<file path="src/blce_pkg.sv">
// shared constants for the bit logic and call executor
package blce_pkg;
  localparam int          DATA_W       = 8;
  localparam int          FADDR_W      = 5;
  localparam int          PC_W         = 11;
  localparam int          OP_W         = 12;
  // opcode fields
  localparam int          OP_HI4_MSB   = 11;
  localparam int          OP_HI4_LSB   = 8;
  localparam int          OP_DEST_BIT  = 5;
  localparam int          OP_BIT_MSB   = 7;
  localparam int          OP_BIT_LSB   = 5;
  localparam int          OP_F_MSB     = 4;
  localparam int          OP_F_LSB     = 0;
  localparam int          OP_K_MSB     = 7;
  localparam int          OP_K_LSB     = 0;
  localparam logic [3:0]  OPC_AND_LIT  = 4'hE;
  localparam logic [3:0]  OPC_CALL     = 4'h9;
  localparam logic [3:0]  OPC_SET_BIT  = 4'h5;
  localparam logic [3:0]  OPC_SKIP_ZERO = 4'h6;
  localparam logic [3:0]  OPC_SKIP_ONE = 4'h7;
  localparam logic [5:0]  OPC_AND_FILE = 6'h05;
  localparam logic [11:0] OPC_CLR_ACC  = 12'h040;
  localparam logic [11:0] OPC_NOP      = 12'h000;
  // status page bits
  localparam int          ST_PAGE_MSB  = 6;
  localparam int          ST_PAGE_LSB  = 5;
  localparam int          PC_PAGE_MSB  = 10;
  localparam int          PC_PAGE_LSB  = 9;
  localparam int          PC_B8        = 8;
  localparam logic [7:0]  ACC_RST      = 8'h00;
  localparam logic [10:0] PC_RST       = 11'h000;
  typedef enum logic [0:0] {
    BLCE_EXEC  = 1'b0,
    BLCE_FLUSH = 1'b1
  } blce_state_t;
endpackage : blce_pkg

</file>
<file path="src/blce_alu.sv">
// combinational and/bit-set datapath
module blce_alu
  import blce_pkg::*;
(
  input  wire logic [DATA_W-1:0] acc,
  input  wire logic [DATA_W-1:0] opnd,
  input  wire logic [2:0]        bit_sel,
  output logic      [DATA_W-1:0] and_res,
  output logic                   and_zero,
  output logic      [DATA_W-1:0] set_res,
  output logic                   bit_val
);
  always_comb
  begin
    and_res  = acc & opnd;
    and_zero = (and_res == 8'h00);
    set_res  = opnd | (8'h01 << bit_sel);
    bit_val  = opnd[bit_sel];
  end
endmodule : blce_alu

</file>
<file path="src/blce_core.sv">
// execution of and, bit set/test, clear and call instructions
module blce_core
  import blce_pkg::*;
(
  input  wire logic                 mclk,
  input  wire logic                 nrst,
  input  wire logic                 instr_valid,
  input  wire logic [OP_W-1:0]      instr,
  input  wire logic [DATA_W-1:0]    file_rdata,
  input  wire logic [DATA_W-1:0]    status_in,
  output logic      [FADDR_W-1:0]   file_addr,
  output logic                      file_we,
  output logic      [DATA_W-1:0]    file_wdata,
  output logic      [DATA_W-1:0]    acc_out,
  output logic                      zero_we,
  output logic                      zero_out,
  output logic      [PC_W-1:0]      pc_out,
  output logic                      push_en,
  output logic      [PC_W-1:0]      push_data,
  output logic                      flush,
  output logic                      busy
);
  // the register file is read combinationally from the f field of instr; file_addr is its registered write address
  blce_state_t               state_reg,     state_next;
  logic [DATA_W-1:0]         acc_reg,       acc_next;
  logic                      zwe_reg,       zwe_next;
  logic                      z_reg,         z_next;
  logic [PC_W-1:0]           pc_reg,        pc_next;
  logic                      push_reg,      push_next;
  logic [PC_W-1:0]           pdat_reg,      pdat_next;
  logic                      fwe_reg,       fwe_next;
  logic [DATA_W-1:0]         fwd_reg,       fwd_next;
  logic [FADDR_W-1:0]        fadr_reg,      fadr_next;
  logic                      flush_reg,     flush_next;
  logic                      busy_reg,      busy_next;
  logic [DATA_W-1:0]         and_lit,       and_file;
  logic                      zero_lit,      zero_file;
  logic [DATA_W-1:0]         set_res;
  logic                      bit_val;
  logic [3:0]                hi4;
  logic [DATA_W-1:0]         k;
  logic                      is_and_lit,    is_and_file;
  logic                      is_set_bit,    is_skip;
  logic                      is_clr_acc,    is_call;
  logic [PC_W-1:0]           call_pc;

  // single pc step shared by plain, call and nop cycles, wraps at the top
  function automatic logic [PC_W-1:0] pc_inc(input logic [PC_W-1:0] p);
    return p + 11'h001;
  endfunction : pc_inc

  assign hi4 = instr[OP_HI4_MSB:OP_HI4_LSB];
  assign k   = instr[OP_K_MSB:OP_K_LSB];

  // decode sits apart from the datapath so each branch reads as one rule
  assign is_and_lit  = (hi4 == OPC_AND_LIT);
  assign is_and_file = (instr[OP_HI4_MSB:6] == OPC_AND_FILE);
  assign is_set_bit  = (hi4 == OPC_SET_BIT);
  // the tested bit comes from the same combinational file read
  assign is_skip     = ((hi4 == OPC_SKIP_ZERO) && !bit_val)
                       || ((hi4 == OPC_SKIP_ONE) && bit_val);
  assign is_clr_acc  = (instr == OPC_CLR_ACC);
  assign is_call     = (hi4 == OPC_CALL);
  // bit 8 is forced low; a callee always starts in a page's lower half
  assign call_pc = {status_in[ST_PAGE_MSB:ST_PAGE_LSB], 1'b0, k};

  blce_alu u_lit (
    .acc      (acc_reg),
    .opnd     (k),
    .bit_sel  (instr[OP_BIT_MSB:OP_BIT_LSB]),
    .and_res  (and_lit),
    .and_zero (zero_lit),
    .set_res  (),
    .bit_val  ()
  );

  blce_alu u_file (
    .acc      (acc_reg),
    .opnd     (file_rdata),
    .bit_sel  (instr[OP_BIT_MSB:OP_BIT_LSB]),
    .and_res  (and_file),
    .and_zero (zero_file),
    .set_res  (set_res),
    .bit_val  (bit_val)
  );

  always_comb
  begin
    state_next = state_reg;
    acc_next   = acc_reg;
    zwe_next   = 1'b0;
    z_next     = z_reg;
    pc_next    = pc_reg;
    push_next  = 1'b0;
    pdat_next  = pdat_reg;
    fwe_next   = 1'b0;
    fwd_next   = fwd_reg;
    fadr_next  = instr[OP_F_MSB:OP_F_LSB];
    flush_next = 1'b0;
    busy_next  = 1'b0;
    case (state_reg)
      BLCE_EXEC:
      begin
        // undecoded words only step the pc, so they act as a nop
        if (instr_valid)
        begin
          pc_next = pc_inc(pc_reg);
          if (is_and_lit)
          begin
            acc_next = and_lit;
            zwe_next = 1'b1;
            z_next   = zero_lit;
          end
          else if (is_and_file)
          begin
            zwe_next = 1'b1;
            z_next   = zero_file;
            if (instr[OP_DEST_BIT])
            begin
              fwe_next = 1'b1;
              fwd_next = and_file;
            end
            else
              acc_next = and_file;
          end
          else if (is_set_bit)
          begin
            fwe_next = 1'b1;
            fwd_next = set_res;
          end
          else if (is_skip)
          begin
            // prefetched word is dropped; a nop cycle follows
            flush_next = 1'b1;
            busy_next  = 1'b1;
            state_next = BLCE_FLUSH;
          end
          else if (is_clr_acc)
          begin
            acc_next = ACC_RST;
            zwe_next = 1'b1;
            z_next   = 1'b1;
          end
          else if (is_call)
          begin
            push_next  = 1'b1;
            pdat_next  = pc_inc(pc_reg);
            pc_next    = call_pc;
            flush_next = 1'b1;
            busy_next  = 1'b1;
            state_next = BLCE_FLUSH;
          end
        end
      end
      BLCE_FLUSH:
      begin
        // second cycle executes a nop, no flags touched
        // any word offered now is the discarded prefetch
        pc_next    = pc_inc(pc_reg);
        state_next = BLCE_EXEC;
      end
      default:
        state_next = BLCE_EXEC;
    endcase
  end

  // reset wins over a pending nop slot, so busy never outlives it
  always_ff @(posedge mclk)
  begin
    if (!nrst)
    begin
      state_reg <= BLCE_EXEC;
      acc_reg   <= ACC_RST;
      zwe_reg   <= 1'b0;
      z_reg     <= 1'b0;
      pc_reg    <= PC_RST;
      push_reg  <= 1'b0;
      pdat_reg  <= PC_RST;
      fwe_reg   <= 1'b0;
      fwd_reg   <= 8'h00;
      fadr_reg  <= 5'h00;
      flush_reg <= 1'b0;
      busy_reg  <= 1'b0;
    end
    else
    begin
      state_reg <= state_next;
      acc_reg   <= acc_next;
      zwe_reg   <= zwe_next;
      z_reg     <= z_next;
      pc_reg    <= pc_next;
      push_reg  <= push_next;
      pdat_reg  <= pdat_next;
      fwe_reg   <= fwe_next;
      fwd_reg   <= fwd_next;
      fadr_reg  <= fadr_next;
      flush_reg <= flush_next;
      busy_reg  <= busy_next;
    end
  end

  assign file_addr  = fadr_reg;
  assign file_we    = fwe_reg;
  assign file_wdata = fwd_reg;
  assign acc_out    = acc_reg;
  assign zero_we    = zwe_reg;
  assign zero_out   = z_reg;
  assign pc_out     = pc_reg;
  assign push_en    = push_reg;
  assign push_data  = pdat_reg;
  assign flush      = flush_reg;
  assign busy       = busy_reg;
endmodule : blce_core

</file>
<file path="config.mk">
export PLATFORM = sky130hd
export DESIGN_NAME = blce_core
export DESIGN_NICKNAME = d
export VERILOG_FILES = /design/src/blce_pkg.sv /design/src/blce_alu.sv /design/src/blce_core.sv
export SDC_FILE = /design/constraint.sdc
export NUM_CORES = 1
export LEC_CHECK = 0
export BUFFER_PORTS_ARGS = -buffer_cell sky130_fd_sc_hd__buf_2
export CORE_MARGIN = 2
export CORE_UTILIZATION = 54
export CTS_CLUSTER_DIAMETER = 200
export DETAILED_ROUTE_END_ITERATION = 10
export PLACE_DENSITY = 0.89
export SLEW_MARGIN = 30
export SYNTH_ARGS = -nofsm -noshare
export SYNTH_HDL_FRONTEND = slang
export SYNTH_SLANG_ARGS = --single-unit
export TNS_END_PERCENT = 100
</file>
<file path="constraint.sdc">
create_clock -name mclk -period 3.57 [get_ports mclk]
set_input_delay 0.1785 -clock mclk [delete_from_list [all_inputs] [get_ports mclk]]
set_output_delay 0.1785 -clock mclk [all_outputs]
set_load 0.005 [all_outputs]
</file>
# Yosys cells after proc, flatten, opt, wreduce, memory -nomap -nowiden
# Cells that the tools add are included.
# totals
reg_bits	49
# classes
n_addsub	1
magnitude_cmp	1
n_eq_ne	12
n_shift	1
n_mux	40
n_bitwise	11
n_reduce_logical	16
# ops
cell	n
$mux W11	7
$mux W8	9
$pmux W11 S2	1
$mux W1	21
$and A8 B8 Y8	2
$logic_not A8 Y1	2
$eq A12 B7 Y1 const B	1
$eq A4 B3 Y1 const B	3
$add A11 B1 Y11 const B	1
$reduce_and A5 Y1	2
$ne A3 B3 Y1 const B	3
$eq A4 B4 Y1 const B	2
$not A1 Y1	8
$or A8 B8 Y8	1
$reduce_and A8 Y1	1
$shl A1 B3 Y8 const A	1
$reduce_or A7 Y1	1
$eq A6 B3 Y1 const B	1
$reduce_and A6 Y1	1
$lt A3 B4 Y1 const B	1
$ne A2 B2 Y1 const B	2
$reduce_or A4 Y1	1
$bmux W1 S3	1
$reduce_bool A3 Y1	1
other kinds (7)	8

# Logic depth before layout (Yosys ltp)
# logic_depth
ltp_word	11
mapped_depth	6
mapped_depth_nobuf	5

# By module
# Synthesis repeated with hierarchy kept, for this count alone.
# hier_totals
hier_cells	321
hier_area_um2	2720.1
# modules_own_cells
module	instances	cells_per_inst	area_per_inst_um2
blce_core	1	257	2234.6
blce_alu	2	32	242.7

# Worst setup path before layout
# Ideal clock, no wire load.
# synth_path
path_kind	flip-flop to flip-flop
startpoint	register pc_reg[0] (netlist: pc_out[0])
endpoint	register pc_reg[10] (netlist: pc_out[10])
setup_ns	0.131
arrival_ns	1.567
required_time_ns	3.439
path_slack_ns	1.871
path_stages_with_launch	6
path_buffers	0
period_less_slack_ns	1.699
cell_sequence	dfxtp_1 -> ha_1 -> nand3_1 -> o31a_1 -> o311ai_0 -> a21oi_1
# synth_between
elab_chain_cells	9
# synth_rtl
element	line_no	text
start, declared	blce_core.sv:28	logic [PC_W-1:0] pc_reg, pc_next;
start signal, assigned	blce_core.sv:191	pc_reg <= pc_next;
$add A11 B1 Y11 (*)	blce_core.sv:49	return p + 11'h001;
$mux W11	blce_core.sv:144	else if (is_call)
$mux W11	blce_core.sv:138	else if (is_clr_acc)
$mux W11	blce_core.sv:131	else if (is_skip)
$mux W11	blce_core.sv:126	else if (is_set_bit)
$mux W11	blce_core.sv:114	else if (is_and_file)
$mux W11	blce_core.sv:108	if (is_and_lit)
$mux W11	blce_core.sv:105	if (instr_valid)
$pmux W11 S2 (*)	blce_core.sv:101	case (state_reg)
# Every way passes the cells marked *; elsewhere a longest branch is shown, timed or not. The select of a mux whose other input is x is not followed.
# A chain may end at the register's enable or synchronous reset.

# Worst setup path in the final report
# layout_path
startpoint	input port instr[7]
endpoint	register acc_reg[6] (netlist: acc_out[6])
# layout_between
elab_chain_cells	7
elab_cells_between_ends	15
classes_between	eq/ne: 5; mux: 4; reduce/logical: 6
# layout_rtl
element	line_no	text
start, declared	blce_core.sv:8	input wire logic [OP_W-1:0] instr,
$bmux W1 S3	blce_alu.sv:18	bit_val = opnd[bit_sel];
$mux W1 (not written as such)	blce_alu.sv:18	
$logic_not A1 Y1	blce_core.sv:60	assign is_skip = ((hi4 == OPC_SKIP_ZERO) && !bit_val)
$logic_and A1 B1 Y1	blce_core.sv:60	
$logic_or A1 B1 Y1	blce_core.sv:61	|| ((hi4 == OPC_SKIP_ONE) && bit_val);
$ne A3 B3 Y1 (no source line)	--	
$reduce_and A6 Y1 (no source line)	--	
end signal, assigned	blce_core.sv:188	acc_reg <= acc_next;
end, declared	blce_core.sv:25	logic [DATA_W-1:0] acc_reg, acc_next;
# Several ways; a longest one is shown, not always the timed one. The select of a mux whose other input is x is not followed.

==> impl_metrics.env <==
export IMPL_clock_sink_count=48
export IMPL_syn_inst=273
export IMPL_hp_class="primary input to flop"
export IMPL_r2r_start="pc_out[0]"
export IMPL_final_cell_mix="73 x buf_2, 48 x dfxtp_1, 24 x nand2_1"
export IMPL_grt_overflow=0
export IMPL_critPathMaxFanout=13
export IMPL_wl_per_cell_um=17.0
export IMPL_die_h_um=70.6
export IMPL_cp_start_kind="primary input"
export IMPL_postCtsSetupRepairBufs=0
export IMPL_finalHoldViolCount=0
export IMPL_syn_nets=305
export IMPL_syn_avg_cell_area_um2=8.78
export IMPL_cp_arrival_ns=2.39
export IMPL_dp_slack_ns=1.21
export IMPL_fmax_ghz=0.464
export IMPL_critPathCaptureType="flop"
export IMPL_period_needed_ns=2.16
export IMPL_detail_route_antenna_nets=0
export IMPL_ys_flop_type="dfxtp_1"
export IMPL_timing_critical_path_to="acc_out[6]"
export IMPL_yosysTopAreaCell="dfxtp_1"
export IMPL_cts_tree="built"
export IMPL_dpl_hpwl_um=4530
export IMPL_clock_root_buffer="clkbuf_8"
export IMPL_synth_area_leaders="dfxtp_1 40%, a22oi_1 5.0%, a21oi_1 4.2%, nand2_1 3.8%, o21ai_0 3.1%"
export IMPL_fin_ws_ns=1.41
export IMPL_first_global_vias=2331
export IMPL_cp_startpoint="instr[7]"
export IMPL_drive_gt1_share_pct=26.9
export IMPL_nFillCells=368
export IMPL_relSlewSlack_pct=45.4
export IMPL_vdd_drop_max_v=0.000197
export IMPL_antenna_cells=0
export IMPL_portBuffers=73
export IMPL_slew_viol_final=0
export IMPL_grt_total_usage_pct=27.3
export IMPL_fin_skew_ns=0.00917
export IMPL_core_um2=4320
export IMPL_ctsResizeCount=0
export IMPL_period_share_pct=60.4
export IMPL_worstReg2RegEnd="pc_out[10]"
export IMPL_grt_pass1_wl_um=11000
export IMPL_regArea_um2=961
export IMPL_drt_iter0_markers=227
export IMPL_post_synth_num_cell_types=55
export IMPL_clk_pin_slew_ns=0.09
export IMPL_multi_input_area_um2=1330
export IMPL_cts_buffers=5
export IMPL_clock_path_buffers=2
export IMPL_p_total_mw=1.11
export IMPL_vias_per_cell=6.45
export IMPL_worst_slew_pin_slew_ns=0.816
export IMPL_rows=24
export IMPL_setup_viol=0
export IMPL_vias=2496
export IMPL_cap_violations=0
export IMPL_status="finished clean"
export IMPL_die_area_um2=4990
export IMPL_ys_seq_area_share_pct=40.1
export IMPL_fin_nets=366
export IMPL_ioPinCount=80
export IMPL_cellPowerDensity_nw_per_um2=387
export IMPL_ys_ff_latch=48
export IMPL_wl_um=6560
export IMPL_rsz0062_at_grt="false"
export IMPL_gp_congestion=0.891
export IMPL_h_tree_depth=2
export IMPL_leakage_nw=1.16
export IMPL_drt_pass1_iter_count=5
export IMPL_clock_latency_ns=0.31
export IMPL_yosys_warnings=0
export IMPL_syn_cell_area_um2=2400
export IMPL_antenna_found_initial=0
export IMPL_path_class="primary input to flop"
export IMPL_worst_r2r_cell_count=5
export IMPL_drcViolationCount=0
export IMPL_reg2reg_slack_ns=1.61
export IMPL_worst_ep_required_time_ns=3.81
export IMPL_tns_ns=0
export IMPL_async_flop_share_pct=0
export IMPL_synth_top_area_share_pct=40.1
export IMPL_whs_ns=0.139
export IMPL_start_util_pct=55.4
export IMPL_grt_max_degree=36
export IMPL_hold_buffers=0
export IMPL_die_width_um=70.6
export IMPL_final_common_cell="buf_2"
export IMPL_synth_edff_count=0
export IMPL_area_delta_synth_final_pct=19.9
==> metrics by stage <==
| stage | instances | instance area [µm²] | utilization, % |
|---|---|---|---|
| floorplan | 273 | 2400 | - |
| global placement | 379 | 2750 | 63.5 |
| detailed placement | 379 | 2750 | 63.5 |
| CTS | 387 | 2870 | 66.5 |
| global route | 387 | 2870 | 66.5 |
| finish | 387 | 2870 | 66.5 |
==> cells by family after synthesis <==
| kind of cell | synth area share [%] |
|---|---|
| multiplexers | 3.13 |
| flip-flops | 40.1 |
| buffers and inverters | 4.49 |
| AO/OA/AOI/OAI | 30.7 |
| adder cells (fa/ha/maj) | 0.522 |
| AND/OR/NAND/NOR | 18.1 |
| XOR/XNOR | 2.92 |
==> worst max-delay path, stage by stage <==
cell	delay (ns)
buf_2	0.19
or4b_1	0.72
nor2_1	0.69
nand2_1	0.38
a31oi_1	0.23
==> layer usage <==
layer,part of all wire [%],global-route usage (%)
met4,2.4,11.3
met2,47,45.0
met3,9.7,9.26
met1,40,33.0
met5,0,0
==> cells in the mapped netlist (4+ instances only) <==
cell      number
clkbuf_1      16
or3_1          4
o31ai_1        8
nand4_1        7
o21a_1         5
nand3_1        6
o22ai_1        5
inv_1          4
a22o_1         8
and2_1         5
xnor2_1        6
a21oi_1       20
dfxtp_1       48
nor2_1        12
nand2_1       24
o21ai_0       15
a22oi_1       16
a31oi_1        8
==> how the worst min path moves through the flow <==
stage / startpoint / endpoint / slack [ns] / depth (start not counted)
final: status_in[5] / pc_out[9] / 0.14 / 3
after global routing: status_in[5] / pc_out[9] / 0.14 / 3
after CTS: status_in[5] / pc_out[9] / 0.14 / 3
after detailed placement: status_in[5] / pc_out[9] / 0.46 / 3
after global placement: status_in[5] / pc_out[9] / 0.42 / 3
after floorplan: instr[0] / file_addr[0] / 0.30 / 1
==> final cells by class <==
type | count | area share (%)
inverters | 5 | 0.653
clock inverters | 1 | 1.04
well taps | 52 | 2.26
multi-input cells | 200 | 46.3
flip-flops and latches | 48 | 33.4
repair buffers | 74 | 13.0
clock buffers | 7 | 3.35
==> power by group <==
group | internal (mW) | leakage [nW] | switching, mW | total (mW)
Sequential | 0.547 | 0.389 | 0.00981 | 0.557
Combinational | 0.0470 | 0.703 | 0.0712 | 0.118
Clock | 0.247 | 0.0645 | 0.189 | 0.436
Total | 0.841 | 1.16 | 0.270 | 1.11
Power figures use the tool's default switching activity.
